<file path="src/pkg/timer16_pkg.sv">
// Constants, field layouts and types shared by the 16-bit timer design.
// Assumes a byte-addressed Avalon-MM bus with one 32-bit word per register.
package timer16_pkg;
  localparam int ADDR_W = 10;
  // Register indices; each register's byte address is four times its index.
  localparam logic [7:0] IDX_CTRL_A = 8'h80;
  localparam logic [7:0] IDX_CTRL_B = 8'h81;
  localparam logic [7:0] IDX_COUNT = 8'h84;
  localparam logic [7:0] IDX_CAPTURE = 8'h86;
  localparam logic [7:0] IDX_CMP_A = 8'h88;
  localparam logic [7:0] IDX_CMP_B = 8'h8A;
  localparam logic [7:0] IDX_STATUS = 8'h90;
  localparam logic [7:0] IDX_MASK = 8'h91;
  localparam logic [7:0] IDX_PIN_DIR = 8'h92;
  localparam logic [ADDR_W-1:0] ADDR_CTRL_A = {IDX_CTRL_A, 2'b00};
  localparam logic [ADDR_W-1:0] ADDR_CTRL_B = {IDX_CTRL_B, 2'b00};
  localparam logic [ADDR_W-1:0] ADDR_COUNT = {IDX_COUNT, 2'b00};
  localparam logic [ADDR_W-1:0] ADDR_CAPTURE = {IDX_CAPTURE, 2'b00};
  localparam logic [ADDR_W-1:0] ADDR_CMP_A = {IDX_CMP_A, 2'b00};
  localparam logic [ADDR_W-1:0] ADDR_CMP_B = {IDX_CMP_B, 2'b00};
  localparam logic [ADDR_W-1:0] ADDR_STATUS = {IDX_STATUS, 2'b00};
  localparam logic [ADDR_W-1:0] ADDR_MASK = {IDX_MASK, 2'b00};
  localparam logic [ADDR_W-1:0] ADDR_PIN_DIR = {IDX_PIN_DIR, 2'b00};
  // Reset values and writable-bit masks of the control registers.
  localparam logic [7:0] CTRL_RESET = 8'h00;
  localparam logic [7:0] CTRL_A_MASK = 8'hF3;
  localparam logic [7:0] CTRL_B_MASK = 8'hDF;
  // Field positions.
  localparam int CHAN_A_MODE_LSB = 6;
  localparam int CHAN_B_MODE_LSB = 4;
  localparam int WAVE_LO_LSB = 0;
  localparam int FILTER_EN_BIT = 7;
  localparam int EDGE_SEL_BIT = 6;
  localparam int WAVE_HI_LSB = 3;
  localparam int CLK_SEL_LSB = 0;
  // Status and mask bit positions.
  localparam int ST_OVERFLOW = 0;
  localparam int ST_MATCH_A = 1;
  localparam int ST_MATCH_B = 2;
  localparam int ST_CAPTURE = 3;
  localparam int ST_W = 4;
  // Counting limits.
  localparam logic [15:0] CNT_MAX = 16'hFFFF;
  localparam logic [15:0] TOP_8BIT = 16'h00FF;
  localparam logic [15:0] TOP_9BIT = 16'h01FF;
  localparam logic [15:0] TOP_10BIT = 16'h03FF;
  localparam int FILTER_SAMPLES = 4;
  // Waveform-mode codes that act individually.
  localparam logic [3:0] WM_NORMAL = 4'h0;
  localparam logic [3:0] WM_PC8 = 4'h1;
  localparam logic [3:0] WM_PC9 = 4'h2;
  localparam logic [3:0] WM_PC10 = 4'h3;
  localparam logic [3:0] WM_CTC_CMP = 4'h4;
  localparam logic [3:0] WM_FAST8 = 4'h5;
  localparam logic [3:0] WM_FAST9 = 4'h6;
  localparam logic [3:0] WM_FAST10 = 4'h7;
  localparam logic [3:0] WM_PFC_CAP = 4'h8;
  localparam logic [3:0] WM_PFC_CMP = 4'h9;
  localparam logic [3:0] WM_PC_CAP = 4'hA;
  localparam logic [3:0] WM_PC_CMP = 4'hB;
  localparam logic [3:0] WM_CTC_CAP = 4'hC;
  localparam logic [3:0] WM_RESERVED = 4'hD;
  localparam logic [3:0] WM_FAST_CAP = 4'hE;
  localparam logic [3:0] WM_FAST_CMP = 4'hF;
  // Clock-select codes.
  localparam logic [2:0] CS_STOP = 3'h0;
  localparam logic [2:0] CS_DIV1 = 3'h1;
  localparam logic [2:0] CS_DIV8 = 3'h2;
  localparam logic [2:0] CS_DIV64 = 3'h3;
  localparam logic [2:0] CS_DIV256 = 3'h4;
  localparam logic [2:0] CS_DIV1024 = 3'h5;
  localparam logic [2:0] CS_EXT_FALL = 3'h6;
  localparam logic [2:0] CS_EXT_RISE = 3'h7;
  // Output-mode codes.
  localparam logic [1:0] OM_OFF = 2'h0;
  localparam logic [1:0] OM_TOGGLE = 2'h1;
  localparam logic [1:0] OM_CLEAR = 2'h2;
  localparam logic [1:0] OM_SET = 2'h3;

  typedef enum logic [2:0] {K_NORMAL, K_CTC, K_FAST, K_PC, K_PFC} kind_t;
endpackage

</file>
<file path="src/pkg/capture_if.sv">
// Link between the timer core and its capture front end.
// Assumes both ends share one clock.
`timescale 1ns/1ps
`default_nettype none
interface capture_if;
  logic filter_en;
  logic edge_sel;
  logic enable;
  logic event_pulse;
  modport core (output filter_en, output edge_sel, output enable, input event_pulse);
  modport front (input filter_en, input edge_sel, input enable, output event_pulse);
endinterface
`default_nettype wire

</file>
<file path="src/hw/capture_front.sv">
// Capture pin noise filter and edge detector.
// Assumes the capture pin is already synchronous to the clock.
`timescale 1ns/1ps
`default_nettype none
module capture_front (
  input wire logic clock,
  input wire logic srst,
  input wire logic capture_pin,
  capture_if.front cap
);
  logic [timer16_pkg::FILTER_SAMPLES-1:0] sample_reg;
  logic filtered_reg;
  logic prev_reg;
  logic event_reg;
  logic all_high;
  logic all_low;
  logic filtered_next;
  logic edge_hit;

  assign all_high = &sample_reg;
  assign all_low = ~|sample_reg;
  // The filtered level moves only after four equal samples when filtering.
  assign filtered_next = !cap.filter_en ? sample_reg[0] :
    all_high ? 1'b1 : all_low ? 1'b0 : filtered_reg;
  assign edge_hit = cap.edge_sel ? (filtered_reg & ~prev_reg) :
    (~filtered_reg & prev_reg);
  assign cap.event_pulse = event_reg;

  always_ff @(posedge clock) begin
    if (srst) begin
      sample_reg <= '0;
      filtered_reg <= 1'b0;
      prev_reg <= 1'b0;
      event_reg <= 1'b0;
    end else begin
      sample_reg <= {sample_reg[timer16_pkg::FILTER_SAMPLES-2:0], capture_pin};
      filtered_reg <= filtered_next;
      prev_reg <= filtered_reg;
      event_reg <= edge_hit & cap.enable;
    end
  end
endmodule
`default_nettype wire

</file>
<file path="src/hw/timer16_ctrl.sv">
// 16-bit timer with mode and capture control registers on an Avalon-MM slave.
// Assumes all pins are synchronous to clock and a single-clock system.
//
// Added by the designer: the Avalon-MM interface to the registers.
`timescale 1ns/1ps
`default_nettype none
module timer16_ctrl (
  input wire logic clock,
  input wire logic srst,
  input wire logic [timer16_pkg::ADDR_W-1:0] address,
  input wire logic read,
  input wire logic write,
  input wire logic [31:0] writedata,
  input wire logic [3:0] byteenable,
  output logic [31:0] readdata,
  output logic waitrequest,
  input wire logic capture_pin,
  input wire logic external_count_pin,
  output logic compare_out_a,
  output logic compare_out_a_oe,
  output logic compare_out_b,
  output logic compare_out_b_oe,
  output logic irq
);
  function automatic timer16_pkg::kind_t mode_kind(input logic [3:0] w);
    unique case (w)
      timer16_pkg::WM_CTC_CMP, timer16_pkg::WM_CTC_CAP: mode_kind = timer16_pkg::K_CTC;
      timer16_pkg::WM_PC8, timer16_pkg::WM_PC9, timer16_pkg::WM_PC10,
      timer16_pkg::WM_PC_CAP, timer16_pkg::WM_PC_CMP: mode_kind = timer16_pkg::K_PC;
      timer16_pkg::WM_FAST8, timer16_pkg::WM_FAST9, timer16_pkg::WM_FAST10,
      timer16_pkg::WM_FAST_CAP, timer16_pkg::WM_FAST_CMP: mode_kind = timer16_pkg::K_FAST;
      timer16_pkg::WM_PFC_CAP, timer16_pkg::WM_PFC_CMP: mode_kind = timer16_pkg::K_PFC;
      default: mode_kind = timer16_pkg::K_NORMAL;
    endcase
  endfunction

  function automatic logic [15:0] top_of(input logic [3:0] w, input logic [15:0] cmp_a,
                                         input logic [15:0] cap);
    unique case (w)
      timer16_pkg::WM_PC8, timer16_pkg::WM_FAST8: top_of = timer16_pkg::TOP_8BIT;
      timer16_pkg::WM_PC9, timer16_pkg::WM_FAST9: top_of = timer16_pkg::TOP_9BIT;
      timer16_pkg::WM_PC10, timer16_pkg::WM_FAST10: top_of = timer16_pkg::TOP_10BIT;
      timer16_pkg::WM_CTC_CMP, timer16_pkg::WM_PFC_CMP, timer16_pkg::WM_PC_CMP,
      timer16_pkg::WM_FAST_CMP: top_of = cmp_a;
      timer16_pkg::WM_PFC_CAP, timer16_pkg::WM_PC_CAP, timer16_pkg::WM_CTC_CAP,
      timer16_pkg::WM_FAST_CAP: top_of = cap;
      default: top_of = timer16_pkg::CNT_MAX;
    endcase
  endfunction

  function automatic logic uses_cap_top(input logic [3:0] w);
    uses_cap_top = (w == timer16_pkg::WM_PFC_CAP) || (w == timer16_pkg::WM_PC_CAP) ||
                   (w == timer16_pkg::WM_CTC_CAP) || (w == timer16_pkg::WM_FAST_CAP);
  endfunction

  // True when output mode 1 may toggle channel A in the given PWM mode.
  function automatic logic toggle_ok(input timer16_pkg::kind_t k, input logic [3:0] w);
    if (k == timer16_pkg::K_FAST) begin
      toggle_ok = (w == timer16_pkg::WM_FAST_CAP) || (w == timer16_pkg::WM_FAST_CMP);
    end else begin
      toggle_ok = (w == timer16_pkg::WM_PFC_CMP) || (w == timer16_pkg::WM_PC_CMP);
    end
  endfunction

  function automatic logic is_pwm(input timer16_pkg::kind_t k);
    is_pwm = (k == timer16_pkg::K_FAST) || (k == timer16_pkg::K_PC) || (k == timer16_pkg::K_PFC);
  endfunction

  // Next level of one compare output.
  function automatic logic wave_next(input timer16_pkg::kind_t k, input logic [1:0] m,
                                     input logic may_toggle, input logic cur, input logic hit,
                                     input logic wrap, input logic up, input logic cmp_top);
    logic inv;
    inv = (m == timer16_pkg::OM_SET);
    wave_next = cur;
    if (!is_pwm(k)) begin
      if (hit) begin
        unique case (m)
          timer16_pkg::OM_TOGGLE: wave_next = ~cur;
          timer16_pkg::OM_CLEAR: wave_next = 1'b0;
          timer16_pkg::OM_SET: wave_next = 1'b1;
          default: wave_next = cur;
        endcase
      end
    end else if (m == timer16_pkg::OM_TOGGLE) begin
      if (hit && may_toggle) begin
        wave_next = ~cur;
      end
    end else if (m[1]) begin
      if (k == timer16_pkg::K_FAST) begin
        if (wrap) begin
          wave_next = ~inv;
        end else if (hit && !cmp_top) begin
          wave_next = inv;
        end
      end else if (hit) begin
        wave_next = up ? inv : ~inv;
      end
    end
  endfunction

  // Writes only the byte lanes that are enabled.
  function automatic logic [31:0] lanes(input logic [31:0] old, input logic [31:0] wd,
                                        input logic [3:0] be);
    for (int i = 0; i < 4; i++) begin
      lanes[i*8 +: 8] = be[i] ? wd[i*8 +: 8] : old[i*8 +: 8];
    end
  endfunction

  function automatic logic presc_tick(input logic [2:0] cs, input logic [9:0] pre,
                                      input logic ext_rise, input logic ext_fall);
    unique case (cs)
      timer16_pkg::CS_STOP: presc_tick = 1'b0;
      timer16_pkg::CS_DIV1: presc_tick = 1'b1;
      timer16_pkg::CS_DIV8: presc_tick = &pre[2:0];
      timer16_pkg::CS_DIV64: presc_tick = &pre[5:0];
      timer16_pkg::CS_DIV256: presc_tick = &pre[7:0];
      timer16_pkg::CS_DIV1024: presc_tick = &pre[9:0];
      timer16_pkg::CS_EXT_FALL: presc_tick = ext_fall;
      timer16_pkg::CS_EXT_RISE: presc_tick = ext_rise;
    endcase
  endfunction

  logic [7:0] ctrl_a_reg;
  logic [7:0] ctrl_b_reg;
  logic [15:0] count_reg;
  logic [15:0] count_next;
  logic dir_up_reg;
  logic dir_up_next;
  logic [15:0] capture_reg;
  logic [15:0] cmp_a_buf_reg;
  logic [15:0] cmp_b_buf_reg;
  logic [15:0] cmp_a_reg;
  logic [15:0] cmp_b_reg;
  logic [timer16_pkg::ST_W-1:0] status_reg;
  logic [timer16_pkg::ST_W-1:0] mask_reg;
  logic [1:0] pin_dir_reg;
  logic [9:0] pre_reg;
  logic ext_prev_reg;
  logic block_reg;
  logic wave_a_reg;
  logic wave_b_reg;
  logic ack_reg;
  logic [31:0] readdata_reg;

  capture_if cap ();

  capture_front front (
    .clock(clock),
    .srst(srst),
    .capture_pin(capture_pin),
    .cap(cap)
  );

  // Register decode: one wait cycle, then the answer.
  logic access;
  logic wr_en;
  logic sel_ctrl_a;
  logic sel_ctrl_b;
  logic sel_count;
  logic sel_capture;
  logic sel_cmp_a;
  logic sel_cmp_b;
  logic sel_status;
  logic sel_mask;
  logic sel_pin_dir;
  logic [31:0] wmerged;
  logic [31:0] read_mux;

  assign access = read | write;
  assign waitrequest = access & ~ack_reg;
  assign wr_en = write & ack_reg;
  assign sel_ctrl_a = address == timer16_pkg::ADDR_CTRL_A;
  assign sel_ctrl_b = address == timer16_pkg::ADDR_CTRL_B;
  assign sel_count = address == timer16_pkg::ADDR_COUNT;
  assign sel_capture = address == timer16_pkg::ADDR_CAPTURE;
  assign sel_cmp_a = address == timer16_pkg::ADDR_CMP_A;
  assign sel_cmp_b = address == timer16_pkg::ADDR_CMP_B;
  assign sel_status = address == timer16_pkg::ADDR_STATUS;
  assign sel_mask = address == timer16_pkg::ADDR_MASK;
  assign sel_pin_dir = address == timer16_pkg::ADDR_PIN_DIR;
  assign wmerged = lanes(readdata_reg, writedata, byteenable);
  assign read_mux = sel_ctrl_a ? {24'h000000, ctrl_a_reg} :
                    sel_ctrl_b ? {24'h000000, ctrl_b_reg} :
                    sel_count ? {16'h0000, count_reg} :
                    sel_capture ? {16'h0000, capture_reg} :
                    sel_cmp_a ? {16'h0000, cmp_a_buf_reg} :
                    sel_cmp_b ? {16'h0000, cmp_b_buf_reg} :
                    sel_status ? {28'h0000000, status_reg} :
                    sel_mask ? {28'h0000000, mask_reg} :
                    sel_pin_dir ? {30'h00000000, pin_dir_reg} : 32'h00000000;
  assign readdata = readdata_reg;

  // Mode fields and derived timing.
  logic [3:0] wave_mode;
  logic [1:0] chan_a_output_mode;
  logic [1:0] chan_b_output_mode;
  logic [2:0] clk_sel;
  timer16_pkg::kind_t kind;
  logic [15:0] top;
  logic at_top;
  logic at_bottom;
  logic tick;
  logic ext_rise;
  logic ext_fall;
  logic overflow_ev;
  logic update_ev;
  logic wrap;
  logic hit_a;
  logic hit_b;
  logic capture_ev;
  logic conn_a;
  logic conn_b;
  logic [timer16_pkg::ST_W-1:0] events;
  logic [timer16_pkg::ST_W-1:0] clear_bits;

  assign wave_mode = {ctrl_b_reg[timer16_pkg::WAVE_HI_LSB +: 2],
                      ctrl_a_reg[timer16_pkg::WAVE_LO_LSB +: 2]};
  assign chan_a_output_mode = ctrl_a_reg[timer16_pkg::CHAN_A_MODE_LSB +: 2];
  assign chan_b_output_mode = ctrl_a_reg[timer16_pkg::CHAN_B_MODE_LSB +: 2];
  assign clk_sel = ctrl_b_reg[timer16_pkg::CLK_SEL_LSB +: 3];
  assign kind = mode_kind(wave_mode);
  assign top = top_of(wave_mode, cmp_a_reg, capture_reg);
  assign at_top = count_reg == top;
  assign at_bottom = count_reg == 16'h0000;
  assign ext_rise = external_count_pin & ~ext_prev_reg;
  assign ext_fall = ~external_count_pin & ext_prev_reg;
  assign tick = presc_tick(clk_sel, pre_reg, ext_rise, ext_fall);
  assign wrap = tick & (kind == timer16_pkg::K_FAST) & at_top;
  assign overflow_ev = tick & (((kind == timer16_pkg::K_NORMAL || kind == timer16_pkg::K_CTC) &&
                               count_reg == timer16_pkg::CNT_MAX) ||
                               (kind == timer16_pkg::K_FAST && at_top) ||
                               (kind inside {timer16_pkg::K_PC, timer16_pkg::K_PFC} &&
                                at_bottom && !dir_up_reg));
  assign update_ev = tick & ((kind == timer16_pkg::K_PC && at_top) ||
                             (kind == timer16_pkg::K_FAST && at_top) ||
                             (kind == timer16_pkg::K_PFC && at_bottom && !dir_up_reg));
  assign hit_a = tick & ~block_reg & (count_reg == cmp_a_reg);
  assign hit_b = tick & ~block_reg & (count_reg == cmp_b_reg);
  assign cap.filter_en = ctrl_b_reg[timer16_pkg::FILTER_EN_BIT];
  assign cap.edge_sel = ctrl_b_reg[timer16_pkg::EDGE_SEL_BIT];
  assign cap.enable = ~uses_cap_top(wave_mode);
  assign capture_ev = cap.event_pulse;
  assign events = {capture_ev, hit_b, hit_a, overflow_ev};
  // Clearing takes the written ones only; a disabled lane must not clear pending flags.
  assign clear_bits = (wr_en & sel_status & byteenable[0]) ? writedata[timer16_pkg::ST_W-1:0] : '0;

  // Mode 1 in a PWM mode connects channel A only where toggling is allowed.
  assign conn_a = (chan_a_output_mode != timer16_pkg::OM_OFF) &&
                  !(chan_a_output_mode == timer16_pkg::OM_TOGGLE && is_pwm(kind) &&
                    !toggle_ok(kind, wave_mode));
  assign conn_b = (chan_b_output_mode != timer16_pkg::OM_OFF) &&
                  !(chan_b_output_mode == timer16_pkg::OM_TOGGLE && is_pwm(kind));
  assign compare_out_a = wave_a_reg;
  assign compare_out_b = wave_b_reg;
  assign compare_out_a_oe = conn_a & pin_dir_reg[0];
  assign compare_out_b_oe = conn_b & pin_dir_reg[1];
  assign irq = |(status_reg & mask_reg);

  // Counting sequence for each mode family.
  always_comb begin
    count_next = count_reg;
    dir_up_next = dir_up_reg;
    if (tick) begin
      unique case (kind)
        timer16_pkg::K_NORMAL: count_next = count_reg + 16'h0001;
        timer16_pkg::K_CTC, timer16_pkg::K_FAST: count_next = at_top ? 16'h0000 :
                                                              count_reg + 16'h0001;
        timer16_pkg::K_PC, timer16_pkg::K_PFC: begin
          if (dir_up_reg) begin
            count_next = at_top ? count_reg - 16'h0001 : count_reg + 16'h0001;
            dir_up_next = ~at_top;
          end else begin
            count_next = at_bottom ? count_reg + 16'h0001 : count_reg - 16'h0001;
            dir_up_next = at_bottom;
          end
        end
      endcase
    end
  end

  always_ff @(posedge clock) begin
    if (srst) begin
      ack_reg <= 1'b0;
      readdata_reg <= 32'h00000000;
    end else begin
      ack_reg <= access & ~ack_reg;
      if (access && !ack_reg) begin
        readdata_reg <= read_mux;
      end
    end
  end

  always_ff @(posedge clock) begin
    if (srst) begin
      ctrl_a_reg <= timer16_pkg::CTRL_RESET;
      ctrl_b_reg <= timer16_pkg::CTRL_RESET;
      mask_reg <= '0;
      pin_dir_reg <= 2'h0;
    end else if (wr_en) begin
      if (sel_ctrl_a) ctrl_a_reg <= wmerged[7:0] & timer16_pkg::CTRL_A_MASK;
      if (sel_ctrl_b) ctrl_b_reg <= wmerged[7:0] & timer16_pkg::CTRL_B_MASK;
      if (sel_mask) mask_reg <= wmerged[timer16_pkg::ST_W-1:0];
      if (sel_pin_dir) pin_dir_reg <= wmerged[1:0];
    end
  end

  always_ff @(posedge clock) begin
    if (srst) begin
      count_reg <= 16'h0000;
      dir_up_reg <= 1'b1;
      block_reg <= 1'b0;
      pre_reg <= 10'h000;
      ext_prev_reg <= 1'b0;
    end else begin
      pre_reg <= pre_reg + 10'h001;
      ext_prev_reg <= external_count_pin;
      // A software write to the counter suppresses the next timer tick's match.
      if (wr_en && sel_count) begin
        count_reg <= wmerged[15:0];
        block_reg <= 1'b1;
      end else begin
        count_reg <= count_next;
        dir_up_reg <= dir_up_next;
        if (tick) block_reg <= 1'b0;
      end
    end
  end

  always_ff @(posedge clock) begin
    if (srst) begin
      cmp_a_buf_reg <= 16'h0000;
      cmp_b_buf_reg <= 16'h0000;
      cmp_a_reg <= 16'h0000;
      cmp_b_reg <= 16'h0000;
      capture_reg <= 16'h0000;
    end else begin
      if (wr_en && sel_cmp_a) cmp_a_buf_reg <= wmerged[15:0];
      if (wr_en && sel_cmp_b) cmp_b_buf_reg <= wmerged[15:0];
      if (!is_pwm(kind) || update_ev) begin
        cmp_a_reg <= cmp_a_buf_reg;
        cmp_b_reg <= cmp_b_buf_reg;
      end
      if (capture_ev) begin
        capture_reg <= count_reg;
      end else if (wr_en && sel_capture) begin
        capture_reg <= wmerged[15:0];
      end
    end
  end

  always_ff @(posedge clock) begin
    if (srst) begin
      status_reg <= '0;
      wave_a_reg <= 1'b0;
      wave_b_reg <= 1'b0;
    end else begin
      status_reg <= (status_reg & ~clear_bits) | events;
      wave_a_reg <= wave_next(kind, chan_a_output_mode, toggle_ok(kind, wave_mode), wave_a_reg,
                              hit_a, wrap, dir_up_reg, cmp_a_reg == top);
      wave_b_reg <= wave_next(kind, chan_b_output_mode, 1'b0, wave_b_reg,
                              hit_b, wrap, dir_up_reg, cmp_b_reg == top);
    end
  end
endmodule
`default_nettype wire

</file>
<file path="config.mk">
export PLATFORM = sky130hd
export DESIGN_NAME = timer16_ctrl
export DESIGN_NICKNAME = d
export VERILOG_FILES = /design/src/pkg/timer16_pkg.sv /design/src/pkg/capture_if.sv /design/src/hw/capture_front.sv /design/src/hw/timer16_ctrl.sv
export SDC_FILE = /design/constraint.sdc
export NUM_CORES = 1
export LEC_CHECK = 0
export BUFFER_PORTS_ARGS = -buffer_cell sky130_fd_sc_hd__buf_2
export CAP_MARGIN = 20
export CELL_PAD_IN_SITES_DETAIL_PLACEMENT = 0
export CELL_PAD_IN_SITES_GLOBAL_PLACEMENT = 1
export CORE_UTILIZATION = 48
export DETAILED_ROUTE_END_ITERATION = 8
export PLACE_DENSITY = 0.84
export SETUP_SLACK_MARGIN = 0.05
export SYNTH_ARGS = -nofsm -noshare
export SYNTH_HDL_FRONTEND = slang
export SYNTH_SLANG_ARGS = --single-unit
</file>
<file path="constraint.sdc">
create_clock -name clock -period 6.2 [get_ports clock]
set_input_delay 0.93 -clock clock [delete_from_list [all_inputs] [get_ports clock]]
set_output_delay 0.93 -clock clock [all_outputs]
set_load 0.01 [all_outputs]
</file>
==> key figures <==
Clocking
  • Hold buffers post-CTS: 0
  • Clk slew on worst S/H paths: 0.07 ns
  • CTS tree: done
  • Worst-case clock buffer depth: 2
  • H-tree levels: 4
  • Post-CTS Setup Bufs: 0
  • Worst-Skew Late Latency: 0.44 ns
  • CTS buffer count: 17
  • Root Driver: clkbuf_16
  • Cts repair resizes: 0
  • Clk sink count: 158

GRT
  • Vias in the first global route: 8541
  • Global route overflow: 0
  • Largest net degree at the start of global routing: 88
  • First-pass GRT wire length: 49900 µm
  • Initial antenna violation count: 1
  • GRT Util Overall: 0.322

Status
  • Status: finished clean

Die
  • Core footprint: 0.0196 mm²
  • Io pins: 90
  • Site Rows: 51
  • Die X: 144 µm
  • Vert. Die Dim: 144 µm
  • Die Footprint: 0.0207 mm²
  • Initial Utilization: 0.493

Placement
  • Port buffer count: 55
  • Gpl congestion: 0.979
  • Area after DPL: 0.00996 mm²
  • Hpwl dp: 22400 µm

Worst setup path
  • Total number of cells along the worst setup path: 10
  • Crit path kind: reg -> reg
  • Critical Path End Type: register
  • Startpoint types: register
  • Max FO, Critical Path: 31
  • R2r worst-path depth: 10
  • CP Data Arrival Time: 4.27 ns
  • Worst Path Required: 6.48 ns
  • Crit-path max cell delay: 0.59 ns
  • CP Cell Sequence: buf_4, or3_1, o21bai_4, a221o_1, xor2_1, or4_4, nor3_4, a21oi_2, a211oi_1, o32ai_1
  • Worst path buffer plus inverter count: 1
  • Cell family with most CP delay: simple AND/OR/NAND/NOR gates
  • Crit-path slowest cell: or4_4

Routing
  • Detailed Route WL: 32100 µm
  • Post-route DRC: 0
  • Via/cell ratio: 6.21
  • Routed Antenna Nets: 0
  • DR vias: 9291
  • Drt wl/cell: 21.5 µm
  • Initial DRC count: 900
  • First drt pass iteration count: 6

STA
  • Tightest Pin Transition: 1.09 ns
  • Final hold viol count: 0
  • Slew Viols, Final: 0
  • Fin crit period: 3.98 ns
  • Max Freq: 0.251 GHz
  • Post-route clock period utilization: 0.642
  • RSZ-0062 raised after global routing: false
  • Sum Neg Setup Slack: 0 ns
  • Final setup viols: 0
  • Worst slew margin: 0.251
  • Skew final: 0.0122 ns

Power and ir drop
  • Peak VDD IR: 0.179 mV
  • Leak: 4.25 nW
  • Pwr Density: 208 mW/mm²
  • Pwr Total: 0.00219 W

Cells and area
  • Share of layout cells above drive strength 1: 0.115
  • Final Cell Area: 0.0105 mm²
  • Commonest non-fill, non-tap cell in the layout: nor2_1
  • # diodes: 0
  • Multi-input gate area: 0.00596 mm²
  • Filler Cells Inserted: 1910
  • Final #Nets: 1278
  • Layout area overhead: 9.25%
  • Most frequent cells in the layout: nor2_1, dfxtp_1, a21oi_1, nand2_1, a211oi_1
  • Register area: 0.00316 mm²

Synthesis
  • Cells after synthesis: 1220
  • Main synth FF type: dfxtp_1
  • Yosys top cell by area: dfxtp_1
  • Yosys Warn Count: 0
  • Average cell area after synthesis: 7.91 µm²
  • Ys async rst share: 0
  • Post-synthesis sequential area ratio: 0.328
  • Number of synthesized flops with an enable pin: 0
  • Synth area leaders: dfxtp_1, nor2_1, mux2i_1, a211oi_1, xor2_1
  • Cell area after synthesis: 0.00965 mm²
  • Top cell type's share of synthesized area: 0.328
  • Synth cell types: 86
  • Synthesized flop and latch total: 158

Worst hold path
  • Min-Delay Path Depth: 1
  • HP Class: reg -> reg

Run
  • Max Cap Viol: 0
-- layer usage --
metal	up-vias	GRT usage	share of wire
met4	0	0.106	0.019
li1	4421	-	-
met2	420	0.481	0.44
met5	-	0	0
met1	4404	0.459	0.45
met3	46	0.0606	0.082
-- kinds of logic (layout without fill, tap and decap cells) --
kind of cell	Yosys count	in the layout	share of synthesized area
fa+ha+maj	8	8	0.0104
other cells	1	16	0.000388
buf+inv	131	126	0.0645
mux	57	57	0.0594
xor+xnor	74	74	0.0671
compound gates	325	325	0.239
flops	158	158	0.328
simple gates	466	466	0.232
-- cell usage after synthesis (5+ instances only) --
cell type	count
nor2_1	218
dfxtp_1	158
a21oi_1	88
nand2_1	72
clkbuf_1	70
a211oi_1	64
mux2i_1	55
xor2_1	54
nand3_1	29
nor3_1	26
a22oi_1	20
xnor2_1	20
nor2b_1	19
o21ai_0	19
buf_4	18
inv_1	18
o22ai_1	15
nor4_1	14
nand2b_1	13
a31oi_1	12
nand4_1	12
a222oi_1	11
o211ai_1	10
and3_1	9
buf_1	9
nor3b_1	9
a221oi_1	8
buf_2	8
ha_1	8
o2111ai_1	8
or3_1	8
a311oi_1	7
buf_6	7
o21a_1	7
or4_1	6
o21ai_1	5
o221ai_1	5
o31ai_1	5
-- final timing paths --
check / start / end / slack (ns)
worst min-delay path: pre_reg[0] / pre_reg[0] / 0.46
worst max-delay path: ctrl_b_reg[4] / count_reg[1] / 2.22
worst max register to register: ctrl_b_reg[4] / count_reg[1] / 2.22
worst min register to register: pre_reg[0] / pre_reg[0] / 0.46
-- cell type report --
class	instances	share of cell area
clock inverter	12	0.0120
sequential	158	0.300
timing repair buffer	77	0.0420
inverter	18	0.00641
multi-input combinational	946	0.565
tap	265	0.0314
clock buffer	19	0.0429
-- where the power goes --
group,switching [W],internal [W]
logic,0.0000771,0.0000312
registers,0.00000754,0.00102
clock network,0.000471,0.000583
-- through the flow --
| step | setup slack, ns | util | cells | hold slack, ns |
|---|---|---|---|---|
| final | 2.22 | 0.538 | 1495 | 0.459 |
| after global routing | 2.08 | 0.538 | 1495 | 0.493 |
| after CTS | 2.31 | 0.538 | 1494 | 0.465 |
| after detailed placement | 2.17 | 0.508 | 1463 | 0.449 |
| after global placement | 2.16 | 0.508 | 1463 | 0.443 |
| after floorplan | 2.87 | - | 1235 | 0.426 |
Note: power is estimated with default switching activity, not from simulation.
